### src/pan_pkg.sv
// constants, field layouts and types of the negotiation control block
package pan_pkg;

  ////////////////////////////////////////////////////////////////////////////
  // timing
  localparam int unsigned CLK_KHZ    = 10000;
  localparam int unsigned BREAK_MS   = 1500;
  localparam int unsigned LFI_MS     = 750;
  localparam int unsigned BREAK_CYC  = BREAK_MS * CLK_KHZ;
  localparam int unsigned LFI_CYC    = LFI_MS * CLK_KHZ;
  localparam logic [2:0]  STRAP_WAIT = 3'h4;

  ////////////////////////////////////////////////////////////////////////////
  // register indices, byte address is four times the index
  localparam logic [5:0] IDX_CTRL = 6'h00;
  localparam logic [5:0] IDX_STAT = 6'h01;
  localparam logic [5:0] IDX_ADV  = 6'h04;
  localparam logic [5:0] IDX_LP   = 6'h05;
  localparam logic [5:0] IDX_EXP  = 6'h06;
  localparam logic [5:0] IDX_SUM  = 6'h10;

  ////////////////////////////////////////////////////////////////////////////
  // basic control fields
  localparam int unsigned C_SPEED   = 13;
  localparam int unsigned C_ANEN    = 12;
  localparam int unsigned C_RESTART = 9;
  localparam int unsigned C_DUPLEX  = 8;
  localparam logic [15:0] CTRL_MASK = 16'h3100;
  localparam logic [15:0] CTRL_RST  = 16'h3000;

  // ability fields of advertised and partner words
  localparam int unsigned A_LO      = 5;
  localparam int unsigned A_HI      = 8;
  localparam int unsigned LP_RF     = 13;
  localparam int unsigned LP_NP     = 15;
  localparam logic [3:0]  ADV_LO    = 4'h5;
  localparam logic [3:0]  ADV_HI    = 4'hf;
  localparam logic [15:0] ADV_RST   = 16'h01e1;
  localparam logic [15:0] PD_LP_100 = 16'h0081;
  localparam logic [15:0] PD_LP_10  = 16'h0021;
  localparam logic [4:0]  SEL_8023  = 5'h01;

  // basic status fields
  localparam logic [15:0] STAT_FIX  = 16'h7849;
  localparam int unsigned S_CMPL    = 5;
  localparam int unsigned S_RF      = 4;
  localparam int unsigned S_LINK    = 2;

  // expansion fields
  localparam int unsigned E_PDF     = 4;
  localparam int unsigned E_LPNP    = 3;
  localparam int unsigned E_NP      = 2;
  localparam int unsigned E_PAGE    = 1;
  localparam int unsigned E_LPAN    = 0;

  // link summary fields
  localparam int unsigned M_LINK    = 0;
  localparam int unsigned M_SPD10   = 1;
  localparam int unsigned M_DUP     = 2;
  localparam int unsigned M_CMPL    = 4;

  ////////////////////////////////////////////////////////////////////////////
  // types
  typedef enum logic [2:0] {
    ST_BREAK  = 3'b000,
    ST_DETECT = 3'b001,
    ST_WAIT   = 3'b011,
    ST_GOOD   = 3'b010,
    ST_OFF    = 3'b110
  } pan_state_t;

  typedef struct packed {
    logic speed100;
    logic full_dup;
  } pan_mode_t;

  typedef struct packed {
    logic link100;
    logic link10;
  } pan_rx_t;

  // highest common mode, abilities ordered 100fd,100hd,10fd,10hd
  function automatic pan_mode_t pan_resolve(input logic [3:0] c);
    pan_mode_t m;
    m.speed100 = c[3] | c[2];
    m.full_dup = c[3] | (~c[2] & c[1]);
    return m;
  endfunction : pan_resolve

endpackage : pan_pkg

### src/pan_autoneg.sv
// negotiation control of a 10/100 transceiver with its management registers
//
// Notes on behaviour
// - strap sampled after reset loads advertised bits 8:5, low gives half duplex only
// - advertisement writes override the strap-chosen bits at any time after the strap load
// - while detecting, the advertisement word is sent as link pulse bursts
// - common mode priority: 100 full, 100 half, 10 full, 10 half
// - forced mode uses speed and duplex bits, ignored while negotiation enabled
// - link summary register reports resolved speed once link is up
// - ability bits read fixed as supported, the T4 bit reads clear
// - basic status shows completion, remote fault, link and preamble suppression
// - advertisement defaults to all abilities, cleared bits are not offered
// - partner register captures the base page word received while detecting, later pages are not captured
// - parallel detect loads partner register with 0081 or 0021
// - expansion shows detect fault, both next page supports, page, partner able
// - both receivers feed link status, a lone good link picks that technology
// - after parallel detect completion the partner-able bit reads zero
// - detect fault is set when more than one good link is seen
// - restart bit starts a new negotiation whenever it is written together with the enable bit set
// - a negotiated link that fails resumes negotiation
// - renegotiation silences the line for the break timer, then bursts resume
// - negotiation and parallel detect finish within a few seconds
`timescale 1ns/1ps
`default_nettype none
module pan_autoneg #(
  parameter int unsigned BREAK_CYCLES = pan_pkg::BREAK_CYC,
  parameter int unsigned LFI_CYCLES   = pan_pkg::LFI_CYC,
  parameter int unsigned CW           = 24,
  parameter logic        LOCAL_NP     = 1'b1
) (
  // clock and reset
  input  wire logic             pclk,
  input  wire logic             presetn,
  // apb slave
  input  wire logic             psel,
  input  wire logic             penable,
  input  wire logic             pwrite,
  input  wire logic [7:0]       paddr,
  input  wire logic [31:0]      pwdata,
  output var  logic [31:0]      prdata,
  output var  logic             pready,
  output var  logic             pslverr,
  // strap and receivers
  input  wire logic             negotiation_strap,
  input  wire pan_pkg::pan_rx_t rx_link,
  input  wire logic             lp_word_valid,
  input  wire logic [15:0]      lp_word,
  // line control and result
  output var  logic             flp_send,
  output var  logic [15:0]      flp_word,
  output var  logic             tx_halt,
  output var  pan_pkg::pan_mode_t mode,
  output var  logic             link_up,
  output var  logic             an_complete
);
  import pan_pkg::*;

  ////////////////////////////////////////////////////////////////////////////
  // parameter check
  if (BREAK_CYCLES < 2 || LFI_CYCLES < 2 || CW > 31 ||
      BREAK_CYCLES >= (32'h1 << CW) || LFI_CYCLES >= (32'h1 << CW)) begin : g_bad
    $error("pan_autoneg: counts do not fit the counter");
  end

  ////////////////////////////////////////////////////////////////////////////
  // declarations
  pan_state_t  st_ff;
  pan_state_t  nxt_st;
  logic [CW-1:0] cnt_ff;
  logic [CW-1:0] nxt_cnt;
  logic [2:0]  strap_cnt_ff;
  logic        strap_done_ff;
  logic [15:0] basic_control_reg_ff;
  logic [15:0] advert_ability_reg_ff;
  logic [15:0] partner_ability_reg_ff;
  logic        pdf_ff;
  logic        page_ff;
  logic        lpan_ff;
  logic        cmpl_ff;
  logic [2:0]  sync_q;
  logic        strap_s;
  pan_rx_t     rx_s;

  ////////////////////////////////////////////////////////////////////////////
  // pin inputs
  pan_sync3 #(.W(3)) u_sync (
    .pclk    (pclk),
    .presetn (presetn),
    .d       ({negotiation_strap, rx_link}),
    .q       (sync_q)
  );
  assign strap_s = sync_q[2];
  assign rx_s    = sync_q[1:0];

  ////////////////////////////////////////////////////////////////////////////
  // apb decode
  wire       acc      = psel & penable;
  wire       wr_go    = acc & pwrite & pready;
  wire       rd_go    = acc & ~pwrite & pready;
  wire [5:0] idx      = paddr[7:2];
  wire       aligned  = paddr[1:0] == 2'b00;
  wire       hit_ctrl = aligned & (idx == IDX_CTRL);
  wire       hit_stat = aligned & (idx == IDX_STAT);
  wire       hit_adv  = aligned & (idx == IDX_ADV);
  wire       hit_lp   = aligned & (idx == IDX_LP);
  wire       hit_exp  = aligned & (idx == IDX_EXP);
  wire       hit_sum  = aligned & (idx == IDX_SUM);
  wire       hit_any  = hit_ctrl | hit_stat | hit_adv | hit_lp | hit_exp | hit_sum;
  wire       wr_ctrl  = wr_go & hit_ctrl;
  wire       wr_adv   = wr_go & hit_adv;
  wire       rd_exp   = rd_go & hit_exp;

  ////////////////////////////////////////////////////////////////////////////
  // negotiation requests
  wire an_en     = basic_control_reg_ff[C_ANEN];
  wire an_en_new = wr_ctrl ? pwdata[C_ANEN] : an_en;
  wire an_rise   = wr_ctrl & pwdata[C_ANEN] & ~an_en;
  wire restart   = wr_ctrl & pwdata[C_ANEN] & pwdata[C_RESTART];
  wire reneg     = an_rise | restart;

  ////////////////////////////////////////////////////////////////////////////
  // resolution
  wire [3:0]  common   = advert_ability_reg_ff[A_HI:A_LO] &
                         partner_ability_reg_ff[A_HI:A_LO];
  wire        have_cm  = common != 4'h0;
  pan_mode_t  forced_m;
  assign forced_m = {basic_control_reg_ff[C_SPEED],
                     basic_control_reg_ff[C_DUPLEX]};
  wire pan_mode_t res_m    = an_en ? pan_resolve(common) : forced_m;
  wire        res_link = (res_m.speed100 ? rx_s.link100 : rx_s.link10) &
                         (have_cm | ~an_en);
  wire        pd_one   = rx_s.link10 ^ rx_s.link100;
  wire        pd_many  = rx_s.link10 & rx_s.link100;
  wire        detect   = (st_ff == ST_DETECT) & strap_done_ff;
  wire        got_word = detect & lp_word_valid;
  wire        got_pd   = detect & ~lp_word_valid & pd_one;
  wire        cnt_zero = cnt_ff == '0;
  wire [15:0] pd_word  = rx_s.link100 ? PD_LP_100 : PD_LP_10;

  ////////////////////////////////////////////////////////////////////////////
  // state machine
  always_comb begin
    nxt_st = st_ff;
    if (!an_en_new) begin
      nxt_st = ST_OFF;
    end else if (reneg) begin
      nxt_st = ST_BREAK;
    end else begin
      unique case (st_ff)
        ST_OFF: begin
          nxt_st = ST_OFF;
        end
        ST_BREAK: begin
          if (cnt_zero) nxt_st = ST_DETECT;
        end
        ST_DETECT: begin
          if (got_word || got_pd) nxt_st = ST_WAIT;
        end
        ST_WAIT: begin
          if (res_link) nxt_st = ST_GOOD;
          else if (cnt_zero) nxt_st = ST_DETECT;
        end
        ST_GOOD: begin
          if (!res_link) nxt_st = ST_DETECT;
        end
        default: begin
          nxt_st = ST_DETECT;
        end
      endcase
    end
  end

  assign nxt_cnt = (nxt_st != st_ff) ?
                   ((nxt_st == ST_BREAK) ? CW'(BREAK_CYCLES - 1) : CW'(LFI_CYCLES - 1)) :
                   (cnt_zero ? cnt_ff : cnt_ff - CW'(1));

  always_ff @(posedge pclk or negedge presetn) begin
    if (!presetn) begin
      st_ff  <= ST_DETECT;
      cnt_ff <= '0;
    end else begin
      st_ff  <= nxt_st;
      cnt_ff <= nxt_cnt;
    end
  end

  ////////////////////////////////////////////////////////////////////////////
  // strap capture after reset release
  always_ff @(posedge pclk or negedge presetn) begin
    if (!presetn) begin
      strap_cnt_ff  <= 3'h0;
      strap_done_ff <= 1'b0;
    end else begin
      if (!strap_done_ff) strap_cnt_ff <= strap_cnt_ff + 3'h1;
      if (strap_cnt_ff == STRAP_WAIT) strap_done_ff <= 1'b1;
    end
  end
  wire strap_load = ~strap_done_ff & (strap_cnt_ff == STRAP_WAIT);

  ////////////////////////////////////////////////////////////////////////////
  // control and advertisement registers
  always_ff @(posedge pclk or negedge presetn) begin
    if (!presetn) begin
      basic_control_reg_ff  <= CTRL_RST;
      advert_ability_reg_ff <= ADV_RST;
    end else begin
      if (wr_ctrl) basic_control_reg_ff <= pwdata[15:0] & CTRL_MASK;
      if (strap_load) begin
        advert_ability_reg_ff[A_HI:A_LO] <= strap_s ? ADV_HI : ADV_LO;
      end else if (wr_adv) begin
        advert_ability_reg_ff <= pwdata[15:0];
      end
    end
  end

  ////////////////////////////////////////////////////////////////////////////
  // partner capture and expansion flags, a set wins over clear on read
  always_ff @(posedge pclk or negedge presetn) begin
    if (!presetn) begin
      partner_ability_reg_ff <= 16'h0000;
      pdf_ff  <= 1'b0;
      page_ff <= 1'b0;
      lpan_ff <= 1'b0;
    end else begin
      if (got_word) partner_ability_reg_ff <= lp_word;
      else if (got_pd) partner_ability_reg_ff <= pd_word;
      if (got_word) lpan_ff <= 1'b1;
      else if (got_pd) lpan_ff <= 1'b0;
      pdf_ff  <= (detect & ~lp_word_valid & pd_many) | (pdf_ff & ~rd_exp);
      page_ff <= got_word | (page_ff & ~rd_exp);
    end
  end

  ////////////////////////////////////////////////////////////////////////////
  // line and result outputs
  always_ff @(posedge pclk or negedge presetn) begin
    if (!presetn) begin
      flp_send    <= 1'b0;
      flp_word    <= ADV_RST;
      tx_halt     <= 1'b0;
      mode        <= '0;
      link_up     <= 1'b0;
      an_complete <= 1'b0;
      cmpl_ff     <= 1'b0;
    end else begin
      flp_send    <= (nxt_st == ST_DETECT) & (strap_done_ff | strap_load);
      flp_word    <= advert_ability_reg_ff;
      tx_halt     <= nxt_st == ST_BREAK;
      mode        <= res_m;
      link_up     <= (nxt_st == ST_GOOD) | ((nxt_st == ST_OFF) & res_link);
      an_complete <= nxt_st == ST_GOOD;
      cmpl_ff     <= nxt_st == ST_GOOD;
    end
  end

  ////////////////////////////////////////////////////////////////////////////
  // read data
  wire [15:0] stat_w = STAT_FIX | (16'(cmpl_ff) << S_CMPL) |
                       (16'(partner_ability_reg_ff[LP_RF]) << S_RF) |
                       (16'(link_up) << S_LINK);
  wire [15:0] exp_w  = (16'(pdf_ff) << E_PDF) |
                       (16'(partner_ability_reg_ff[LP_NP]) << E_LPNP) |
                       (16'(LOCAL_NP) << E_NP) |
                       (16'(page_ff) << E_PAGE) |
                       (16'(lpan_ff) << E_LPAN);
  wire [15:0] sum_w  = (16'(link_up) << M_LINK) |
                       (16'(link_up & ~mode.speed100) << M_SPD10) |
                       (16'(link_up & mode.full_dup) << M_DUP) |
                       (16'(cmpl_ff) << M_CMPL);
  wire [15:0] rd16   = hit_ctrl ? basic_control_reg_ff :
                       hit_stat ? stat_w :
                       hit_adv  ? advert_ability_reg_ff :
                       hit_lp   ? partner_ability_reg_ff :
                       hit_exp  ? exp_w :
                       hit_sum  ? sum_w : 16'h0000;

  always_ff @(posedge pclk or negedge presetn) begin
    if (!presetn) begin
      prdata  <= 32'h0000_0000;
      pready  <= 1'b0;
      pslverr <= 1'b0;
    end else begin
      pready  <= acc & ~pready;
      if (acc && !pready) begin
        prdata  <= {16'h0000, rd16};
        pslverr <= ~hit_any;
      end
    end
  end
endmodule : pan_autoneg
`default_nettype wire

### src/pan_sync3.sv
// three-stage synchroniser, output moves once stages two and three agree
`timescale 1ns/1ps
`default_nettype none
module pan_sync3 #(
  parameter int unsigned W = 1
) (
  // clock and reset
  input  wire logic         pclk,
  input  wire logic         presetn,
  // data
  input  wire logic [W-1:0] d,
  output var  logic [W-1:0] q
);

  logic [W-1:0] s1_ff;
  logic [W-1:0] s2_ff;
  logic [W-1:0] s3_ff;

  always_ff @(posedge pclk or negedge presetn) begin
    if (!presetn) begin
      s1_ff <= '0;
      s2_ff <= '0;
      s3_ff <= '0;
      q     <= '0;
    end else begin
      s1_ff <= d;
      s2_ff <= s1_ff;
      s3_ff <= s2_ff;
      q     <= (s2_ff & s3_ff) | (q & (s2_ff | s3_ff));
    end
  end

endmodule : pan_sync3
`default_nettype wire

### config.mk
export PLATFORM = sky130hd
export DESIGN_NAME = pan_autoneg
export DESIGN_NICKNAME = d
export VERILOG_FILES = /design/src/pan_pkg.sv /design/src/pan_autoneg.sv /design/src/pan_sync3.sv
export SDC_FILE = /design/constraint.sdc
export NUM_CORES = 1
export LEC_CHECK = 0
export BUFFER_PORTS_ARGS = -buffer_cell sky130_fd_sc_hd__buf_2
export CAP_MARGIN = 40
export CORE_MARGIN = 2
export CORE_UTILIZATION = 50
export CTS_CLUSTER_SIZE = 25
export DETAILED_ROUTE_END_ITERATION = 16
export GPL_TIMING_DRIVEN = 0
export HOLD_SLACK_MARGIN = 0.06
export PLACE_DENSITY_LB_ADDON = 0.05
export SLEW_MARGIN = 40
export SYNTH_ARGS = -nofsm -noshare
export SYNTH_HDL_FRONTEND = slang
export SYNTH_SLANG_ARGS = --single-unit
### constraint.sdc
create_clock -name pclk -period 6.4 [get_ports pclk]
set_input_delay 1.28 -clock pclk [delete_from_list [all_inputs] [get_ports pclk]]
set_output_delay 1.28 -clock pclk [all_outputs]
set_load 0.005 [all_outputs]
==> impl_metrics.ini, run 1 <==
[yosys]
yosysMostFrequentCell = dfrtp_1
synth_cell_types = 63
synth_warnings = 0
synthCells = 487
syn_avg_cell_area_um2 = 11.1
synth_enable_flop_cells = 0
ys_top_cells_by_count = dfrtp_1 (108), nand2_1 (54), nor2_1 (29)
ys_ff_latch = 121
synth_top_area_share = 0.498
async_flop_share = 1.00
synth_seq_area_share = 0.561
synthTopCellsByArea = dfrtp_1 (50%), dfstp_2 (6.3%), mux2_2 (3.9%)
synth-main-ff-cell = dfrtp_1
synth.largest_area_cell = dfrtp_1
syn-cell-area_um2 = 5420

[power]
p_sw_uw = 409
clock_power_share = 0.491
p_int_mw = 1.45
netSwitchingFraction = 0.220
power_frac_seq = 0.448
power_mw = 1.86
powerDensity_nw_per_um2 = 276
p_leak_nw = 3.26
peakVddDrop_mv = 0.191
combPwrFrac = 0.061

[routing]
routed_via_density = 5.51
avgRoutedWirePerCell_um = 16.5
num_vias = 4206
drt-met1-wl_um = 5860
detail-route-antenna-nets = 0
met2WireLength_um = 5590
wl_met3_um = 821
top_layer = met5
drc = 0
firstDrtPassIters = 5
wirelength_um = 12600
drt_iter0_markers = 230

[critical_path]
cp_max_fo = 10
critPathArrivalTime_ps = 4240
path_class = in -> reg
critPathMostFrequentCell = buf_6
critPathCaptureType = flop
slowest_stage = nor4_1
worstPathCellList = buf_2 -> nor4_1 -> nand4_1 -> clkbuf_1 -> a221oi_1 -> a31oi_1 -> a2111oi_4 -> buf_6 -> buf_6 -> nand2_1
critPathMaxStageDelay_ps = 640
cp-start-kind = primary input
required_ps = 6800

[clock_tree]
cts_resized = 0
cts_max_level = 4
clk_latency_ps = 520
cts_buffer_depth = 2
cts_hold_buf = 0
cts-root-buf = clkbuf_8
cts_setup_buffers = 0
numCtsBuffers = 17
cts_sinks = 121
clk_pin_slew_ps = 60
cts_tree = done

[global_routing]
grt_overflow = 0
grt_pass1_vias = 4023
grt_pass1_wl_um = 20500
antenna_found_initial = 2
grt_max_degree = 74
track_usage = 0.234

[run]
maxCapViolations = 0

[place]
finalWeightedCongestion = 0.835
dp_cells = 731
dp_hpwl_um = 9120
place_area_um2 = 6140
port_buffers = 88
dp_slack_ps = 2120

[cells_and_area]
fillerInstances = 884
drive_gt1_frac = 0.291
postLayoutCoreUtil = 0.629
layout.cells.non_filler = 764
area_growth_syn_to_layout_pct = 24.0
final_area_um2 = 6730
final_net_count = 679

[sta]
slew_headroom = 0.494
hold_ws_ps = 356
rsz0062_at_grt = false
finalCritPeriodShare = 0.600
setup_tns_ps = 0
fmax_ghz = 0.261
period_needed_ps = 3840
setup_viol = 0
fin_worst_skew_ps = 9.31
drv_slew = 0
finalHoldViolations = 0
worst_pin_slew_ps = 753
setup_ws_ps = 2560

[hold_path]
hold_class = reg -> reg

[floorplanning]
dieArea_um2 = 11700
io-pin-count = 121
dieWidth_um = 108
row_count = 38
initial_core_util = 0.507
core_um2 = 10700
dieHeight_um = 108

[outcome]
status = completed
[critical path, delay by kind of cell]
family | cells | cell delay (ps)
and+or+nand+nor | 3 | 1010
AOI/OAI and AO/OA | 3 | 1120
buffers and inverters | 4 | 830
[final timing paths]
path,start,endpoint,slack (ps),cells past startpoint
setup / recovery,paddr[1],cnt_ff[21],2560,10
hold / removal,u_sync.s1_ff[2],u_sync.s2_ff[2],360,0
setup reg to reg,cnt_ff[7],cnt_ff[21],3290,10
hold reg to reg,u_sync.s1_ff[2],u_sync.s2_ff[2],360,0
max in group asynchronous,presetn,st_ff[0],4980,2
min in group asynchronous,presetn,flp_word[15],730,1
[routing by layer]
metal  vias up  GRT usage
li1       1967          -
met1      2052      0.329
met2       157      0.336
met3        28     0.0717
met4         2      0.105
met5         -          0
[registers in the layout, indices dropped and copies added, names as in the netlist, 3 cells and up]
name / count
partner_ability_reg_ff: 16
u_sync.s3_ff: 3
u_sync.q: 3
basic_control_reg_ff: 3
flp_word: 16
u_sync.s1_ff: 3
st_ff: 3
u_sync.s2_ff: 3
strap_cnt_ff: 3
prdata: 16
cnt_ff: 24
advert_ability_reg_ff: 16
[power by group through the flow]
stage	registers (mW)	clock network, mW	logic [mW]
finish	0.832	0.912	0.113
global route	0.836	0.967	0.129
CTS	0.832	0.932	0.114
detailed placement	0.844	0	0.114
global placement	0.843	0	0.108
floorplan	0.837	0	0.0626
[cell usage in the layout, fill, tap and decap left out, types with 4 or more instances in the layout]
cell and instances:
conb_1 16, inv_1 15, xnor2_1 10, nor2_1 29
dfrtp_1 108, mux2i_1 10, dfstp_2 13, nor3_1 15
mux2_2 19, ha_1 4, nand2_1 54, buf_6 5
and2_1 7, a221oi_1 4, a22oi_1 8, clkinv_2 5
o21ai_0 23, or3_1 4, xor2_1 12, nand3b_1 4
clkbuf_16 16, a21oi_1 14, nand3_1 9, buf_4 16
nor4_1 5, clkbuf_1 19, a22o_1 14, a31oi_1 5
buf_2 87, clkbuf_8 5
[kinds of logic (layout without fill, tap and decap cells)]
family                   count (synthesis)  count (layout)  share of synthesized area
other                                    1              17                   0.000692
buffers and inverters                   54             175                     0.0554
flip-flops                             121             121                      0.561
AND/OR/NAND/NOR                        149             149                      0.136
AO/OA/AOI/OAI                          104             104                      0.138
XOR/XNOR                                22              22                     0.0355
multiplexers                            29              29                     0.0579
adder cells (fa/ha/maj)                  7               7                     0.0148
[cell type report]
type	instances	area (um^2)	area share
diodes	1	2.50	0.000372
plain buffers	38	240	0.0357
clock buffers	24	480	0.0714
clock inverters	8	92.6	0.0138
inverters	16	60.1	0.00893
multi-input cells	327	2150	0.320
flip-flops and latches	121	3040	0.453
well taps	140	175	0.0260
repair buffers	89	478	0.0711
Note: power is estimated with default switching activity, not from simulation.
==> run 2, diff against run 1 <==
Settings changed: CORE_UTILIZATION 50 to 49.
Clock period 6.4 ns to 3.3 ns, I/O delays scaled along.
==> run 2 against run 1 <==
Effect of this change:
- via count down 1.9%
- combinational power increased by 94%
- sequential power rose by 95%
- global-route usage up 0.058 points
- clock skew fell by 1.5 ps
- sequential share of layout area fell by 0.12 points
- clock power grew 97%
- non-clock buffer count rose by 1
- final cell count stayed put
- worst hold slack got worse by 120 ps
- design area is 0.26% higher
- routed wire length rose by 4.1%
- largest power group unchanged
==> impl_metrics.ini, run 2 (same netlist as run 1, synthesis figures left out) <==
[place]
dp_hpwl_um = 9280
place_area_um2 = 6140
finalWeightedCongestion = 0.876
dp_slack_ps = -286
port_buffers = 88

[global_routing]
grt_max_degree = 66
track_usage = 0.235
grt_pass1_wl_um = 20700
antenna_found_initial = 0
grt_overflow = 0
grt_pass1_vias = 4095

[cells_and_area]
antenna_cells = 0
fillerInstances = 931
drive_gt1_frac = 0.292
regMostFlops = cnt_ff
area_growth_syn_to_layout_pct = 24.3
final_net_count = 680
final_common_cell = dfrtp_1
postLayoutCoreUtil = 0.622
largest_register_ffs = 24
final_area_um2 = 6740
most-common-layout-cells = dfrtp_1 (108), buf_2 (87), nand2_1 (54), nor2_1 (29), o21ai_0 (23)

[sta]
finalCritPeriodShare = 0.954
hold_ws_ps = 236
slew_headroom = 0.458
finalHoldViolations = 0
fmax_ghz = 0.318
drv_slew = 0
worst_pin_slew_ps = 807
setup_ws_ps = 151
fin_worst_skew_ps = 7.83
setup_tns_ps = 0
period_needed_ps = 3150
setup_viol = 0
rsz0062_at_grt = false

[floorplanning]
row_count = 38
core_um2 = 10800
initial_core_util = 0.500
io-pin-count = 121
dieWidth_um = 109
dieHeight_um = 109
dieArea_um2 = 11900

[critical_path]
worst-r2r-setup-slack_ps = 150
r2r_start = cnt_ff[7]
critPathArrivalTime_ps = 3610
path_class = reg -> reg
r2r_end = cnt_ff[14]
critPathCaptureType = flop
required_ps = 3760
reg2reg_depth = 10
cp-start-kind = flop
cp_max_fo = 10
crit_end = cnt_ff[14]
critPathLaunch = cnt_ff[7]

[power]
powerDensity_nw_per_um2 = 539
p_leak_nw = 3.27
peakVddDrop_mv = 0.402

[routing]
drc = 0
drt_iter0_markers = 210
detail-route-antenna-nets = 0
firstDrtPassIters = 5
routed_via_density = 5.40
wirelength_um = 13100
avgRoutedWirePerCell_um = 17.2
num_vias = 4125

[clock_tree]
numCtsBuffers = 17
cts_hold_buf = 1
clk_latency_ps = 530
cts-root-buf = clkbuf_8
cts_tree = done
cts_buffer_depth = 2
cts_sinks = 121
cts_setup_buffers = 0
cts_resized = 0
cts_max_level = 4
clk_pin_slew_ps = 50

[outcome]
status = completed

[hold_path]
whs_path_depth = 1
hold_class = in -> reg

[run]
maxCapViolations = 0
-- run 2: cell types whose count changed in the layout (fill, tap and decap cells not counted) --
cell | before | now
clkbuf_1 | 19 | 18
clkbuf_8 | 5 | 6
diode_2 | 1 | 0
dlygate4sd3_1 | 0 | 1
-- run 2: metal layers --
layer	track usage	share of wire	vias up
met5	0	0	-
met2	0.356	0.47	129
met1	0.325	0.45	2015
met4	0.0877	0.015	0
met3	0.0628	0.062	15
li1	-	-	1966
-- run 2: worst min path at each step --
stage,from,end
5_1_grt,rx_link[1],u_sync.s1_ff[1]
2_1_floorplan,u_sync.s1_ff[0],u_sync.s2_ff[0]
4_1_cts,rx_link[1],u_sync.s1_ff[1]
6_report,negotiation_strap,u_sync.s1_ff[2]
3_5_place_dp,u_sync.s1_ff[0],u_sync.s2_ff[0]
3_3_place_gp,u_sync.s1_ff[1],u_sync.s2_ff[1]
-- run 2: stage by stage --
step	power, mW	cells
after floorplan	1.75	502
after global placement	1.84	730
after detailed placement	1.86	731
after CTS	3.67	764
after global routing	3.77	764
final	3.63	764
-- run 2: cell type report --
| type | count | area [um^2] | area share |
|---|---|---|---|
| multi-input cells | 327 | 2150 | 0.319 |
| repair buffers | 90 | 488 | 0.0724 |
| well taps | 140 | 175 | 0.0260 |
| clock buffers | 24 | 490 | 0.0727 |
| flip-flops and latches | 121 | 3040 | 0.451 |
| plain buffers | 38 | 240 | 0.0356 |
| inverters | 16 | 60.1 | 0.00891 |
| clock inverters | 8 | 92.6 | 0.0137 |
-- run 2: worst max-delay path: stages, from the launching register on --
cell,delay (ps)
dfrtp_1,430
or4_4,580
or4_4,430
buf_6,150
nor3_4,440
o2111ai_1,160
a31oi_1,320
a2111oi_4,150
buf_6,210
buf_6,140
nand2_1,50
-- run 2: power by group --
group	total [mW]	switching, mW	internal (mW)
registers	1.62	0.0625	1.55
clock network	1.80	0.631	1.17
logic	0.219	0.111	0.108
total	3.63	0.805	2.83
==> run 3, diff against run 2 <==
Settings changed: PLACE_DENSITY set to 0.78, PLACE_DENSITY_LB_ADDON 0.05 to unset.
==> run 3 against run 2 <==
Effect of this change:
- sequential power is essentially flat
- clock-buffer cell count shrank 6
- core utilization grew 0.33 points
- die area unchanged
- final cell count stayed put
- worst hold slack better by 4.1 ps
- flip-flop and latch count unchanged
- sequential share of layout area shrank 0.24 points
- via count increased by 4.1%
- largest power group unchanged
==> impl_metrics.ini, run 3 (same netlist as run 1, synthesis figures left out) <==
[floorplanning]
dieWidth_um = 109
dieHeight_um = 109
row_count = 38
io-pin-count = 121
initial_core_util = 0.500
dieArea_um2 = 11900
core_um2 = 10800

[hold_path]
hold_class = in -> reg
hold_path_startpoint = rx_link[1]

[critical_path]
critPathMaxStageDelay_ps = 580
worst-r2r-setup-slack_ps = 170
cp-start-kind = flop
critPathCaptureType = flop
cp_max_fo = 10
required_ps = 3760
critPathMostFrequentCell = buf_6
critPathLaunch = cnt_ff[7]
critPathArrivalTime_ps = 3590
r2r_start = cnt_ff[7]
worstPathCellList = or4_4 -> or4_4 -> buf_6 -> nor3_4 -> o2111ai_1 -> a31oi_1 -> a2111oi_4 -> buf_6 -> buf_6 -> nand2_1
slowest_stage = or4_4
path_class = reg -> reg

[cells_and_area]
fillerInstances = 885
antenna_cells = 0
regMostFlops = cnt_ff
drive_gt1_frac = 0.293
final_area_um2 = 6780
largest_register_ffs = 24
most-common-layout-cells = dfrtp_1 (108), buf_2 (87), nand2_1 (54), nor2_1 (29), o21ai_0 (23)
postLayoutCoreUtil = 0.625
final_net_count = 680
area_growth_syn_to_layout_pct = 25.0
final_common_cell = dfrtp_1

[routing]
routed_via_density = 5.62
detail-route-antenna-nets = 0
drt_iter0_markers = 474
num_vias = 4293
drc = 0
avgRoutedWirePerCell_um = 17.0
firstDrtPassIters = 6
wirelength_um = 13000

[place]
place_area_um2 = 6130
port_buffers = 88
dp_hpwl_um = 9080
finalWeightedCongestion = 0.908
dp_slack_ps = -474

[sta]
worst_pin_slew_ps = 774
period_needed_ps = 3130
hold_ws_ps = 240
setup_ws_ps = 171
rsz0062_at_grt = false
finalHoldViolations = 0
setup_viol = 0
slew_headroom = 0.476
fmax_ghz = 0.320
drv_slew = 0
fin_worst_skew_ps = 9.84
finalCritPeriodShare = 0.948

[power]
p_int_mw = 2.91
clock_power_share = 0.513
powerDensity_nw_per_um2 = 557
netSwitchingFraction = 0.229
p_leak_nw = 3.29
peakVddDrop_mv = 0.397
power_frac_seq = 0.428
p_sw_uw = 865
power_mw = 3.78
combPwrFrac = 0.059

[clock_tree]
cts_max_level = 4
numCtsBuffers = 17
cts_sinks = 121
cts_setup_buffers = 0
clk_latency_ps = 530
clk_pin_slew_ps = 60
cts_buffer_depth = 2
cts-root-buf = clkbuf_8
cts_tree = done
cts_resized = 0

[global_routing]
antenna_found_initial = 1
grt_busiest_layer = met2
globalRouteMet2Util = 0.369
use_met3 = 0.0759
grt_pass1_vias = 4256
grt_overflow = 0
grt_max_degree = 72
grt_use_met1 = 0.291
grt_pass1_wl_um = 20900
track_usage = 0.233

[outcome]
status = completed

[run]
maxCapViolations = 0
## run 3: cell types whose count changed in the layout (fill, tap and decap cells not counted), sizes merged
| cell | change |
|---|---|
| clkinvlp | +1 |
| clkinv | +1 |
| clkbuf | -6 |
| inv | +2 |
| bufinv | +2 |
## run 3: layer usage
layer | share of wire | up-vias | wire [um]
met5 | 0.0010 | - | 13
met1 | 0.42 | 2078 | 5450
met4 | 0.031 | 2 | 406
met2 | 0.48 | 206 | 6190
li1 | - | 1962 | -
met3 | 0.074 | 45 | 958
## run 3: critical path, delay by kind of cell (launching register included)
family                 cells  cell delay [ps]
buffers and inverters      3              500
AND/OR/NAND/NOR            4             1470
AO/OA/AOI/OAI              3              640
flip-flops                 1              430
## run 3: repair_timing
item | in CTS | in global routing
hold buffers | 1 | 0
hold endpoints to repair | 42 | 0
endpoints found under the setup margin | 0 | 0
## run 3: cell type report
cell class,instances,area (um^2),share of cell area
repair buffers,90,488,0.0720
flip-flops and latches,121,3040,0.449
clock inverters,14,196,0.0290
clock buffers,18,428,0.0631
well taps,140,175,0.0258
multi-input cells,327,2150,0.317
plain buffers,38,240,0.0354
inverters,16,60.1,0.00886
## run 3: path summary, 6_finish.rpt
kind	cells after the start	endpoint
min	1	u_sync.s1_ff[1]
max reg2reg	10	cnt_ff[0]
min in group asynchronous	2	u_sync.s1_ff[2]
max	10	cnt_ff[0]
min reg2reg	0	u_sync.s2_ff[2]
max in group asynchronous	3	basic_control_reg_ff[12]
## run 3: power groups by stage
stage	registers (mW)	logic, mW	clock network, mW
2_1_floorplan	1.62	0.121	0
3_3_place_gp	1.63	0.206	0
3_5_place_dp	1.64	0.221	0
4_1_cts	1.62	0.225	1.97
5_1_grt	1.62	0.251	2.03
6_report	1.62	0.224	1.94
## run 3: through the flow
stage	cells	TNS, ps
finish	764	0
global route	764	0
global placement	730	-8070
CTS	764	0
detailed placement	731	-9880
floorplan	502	0
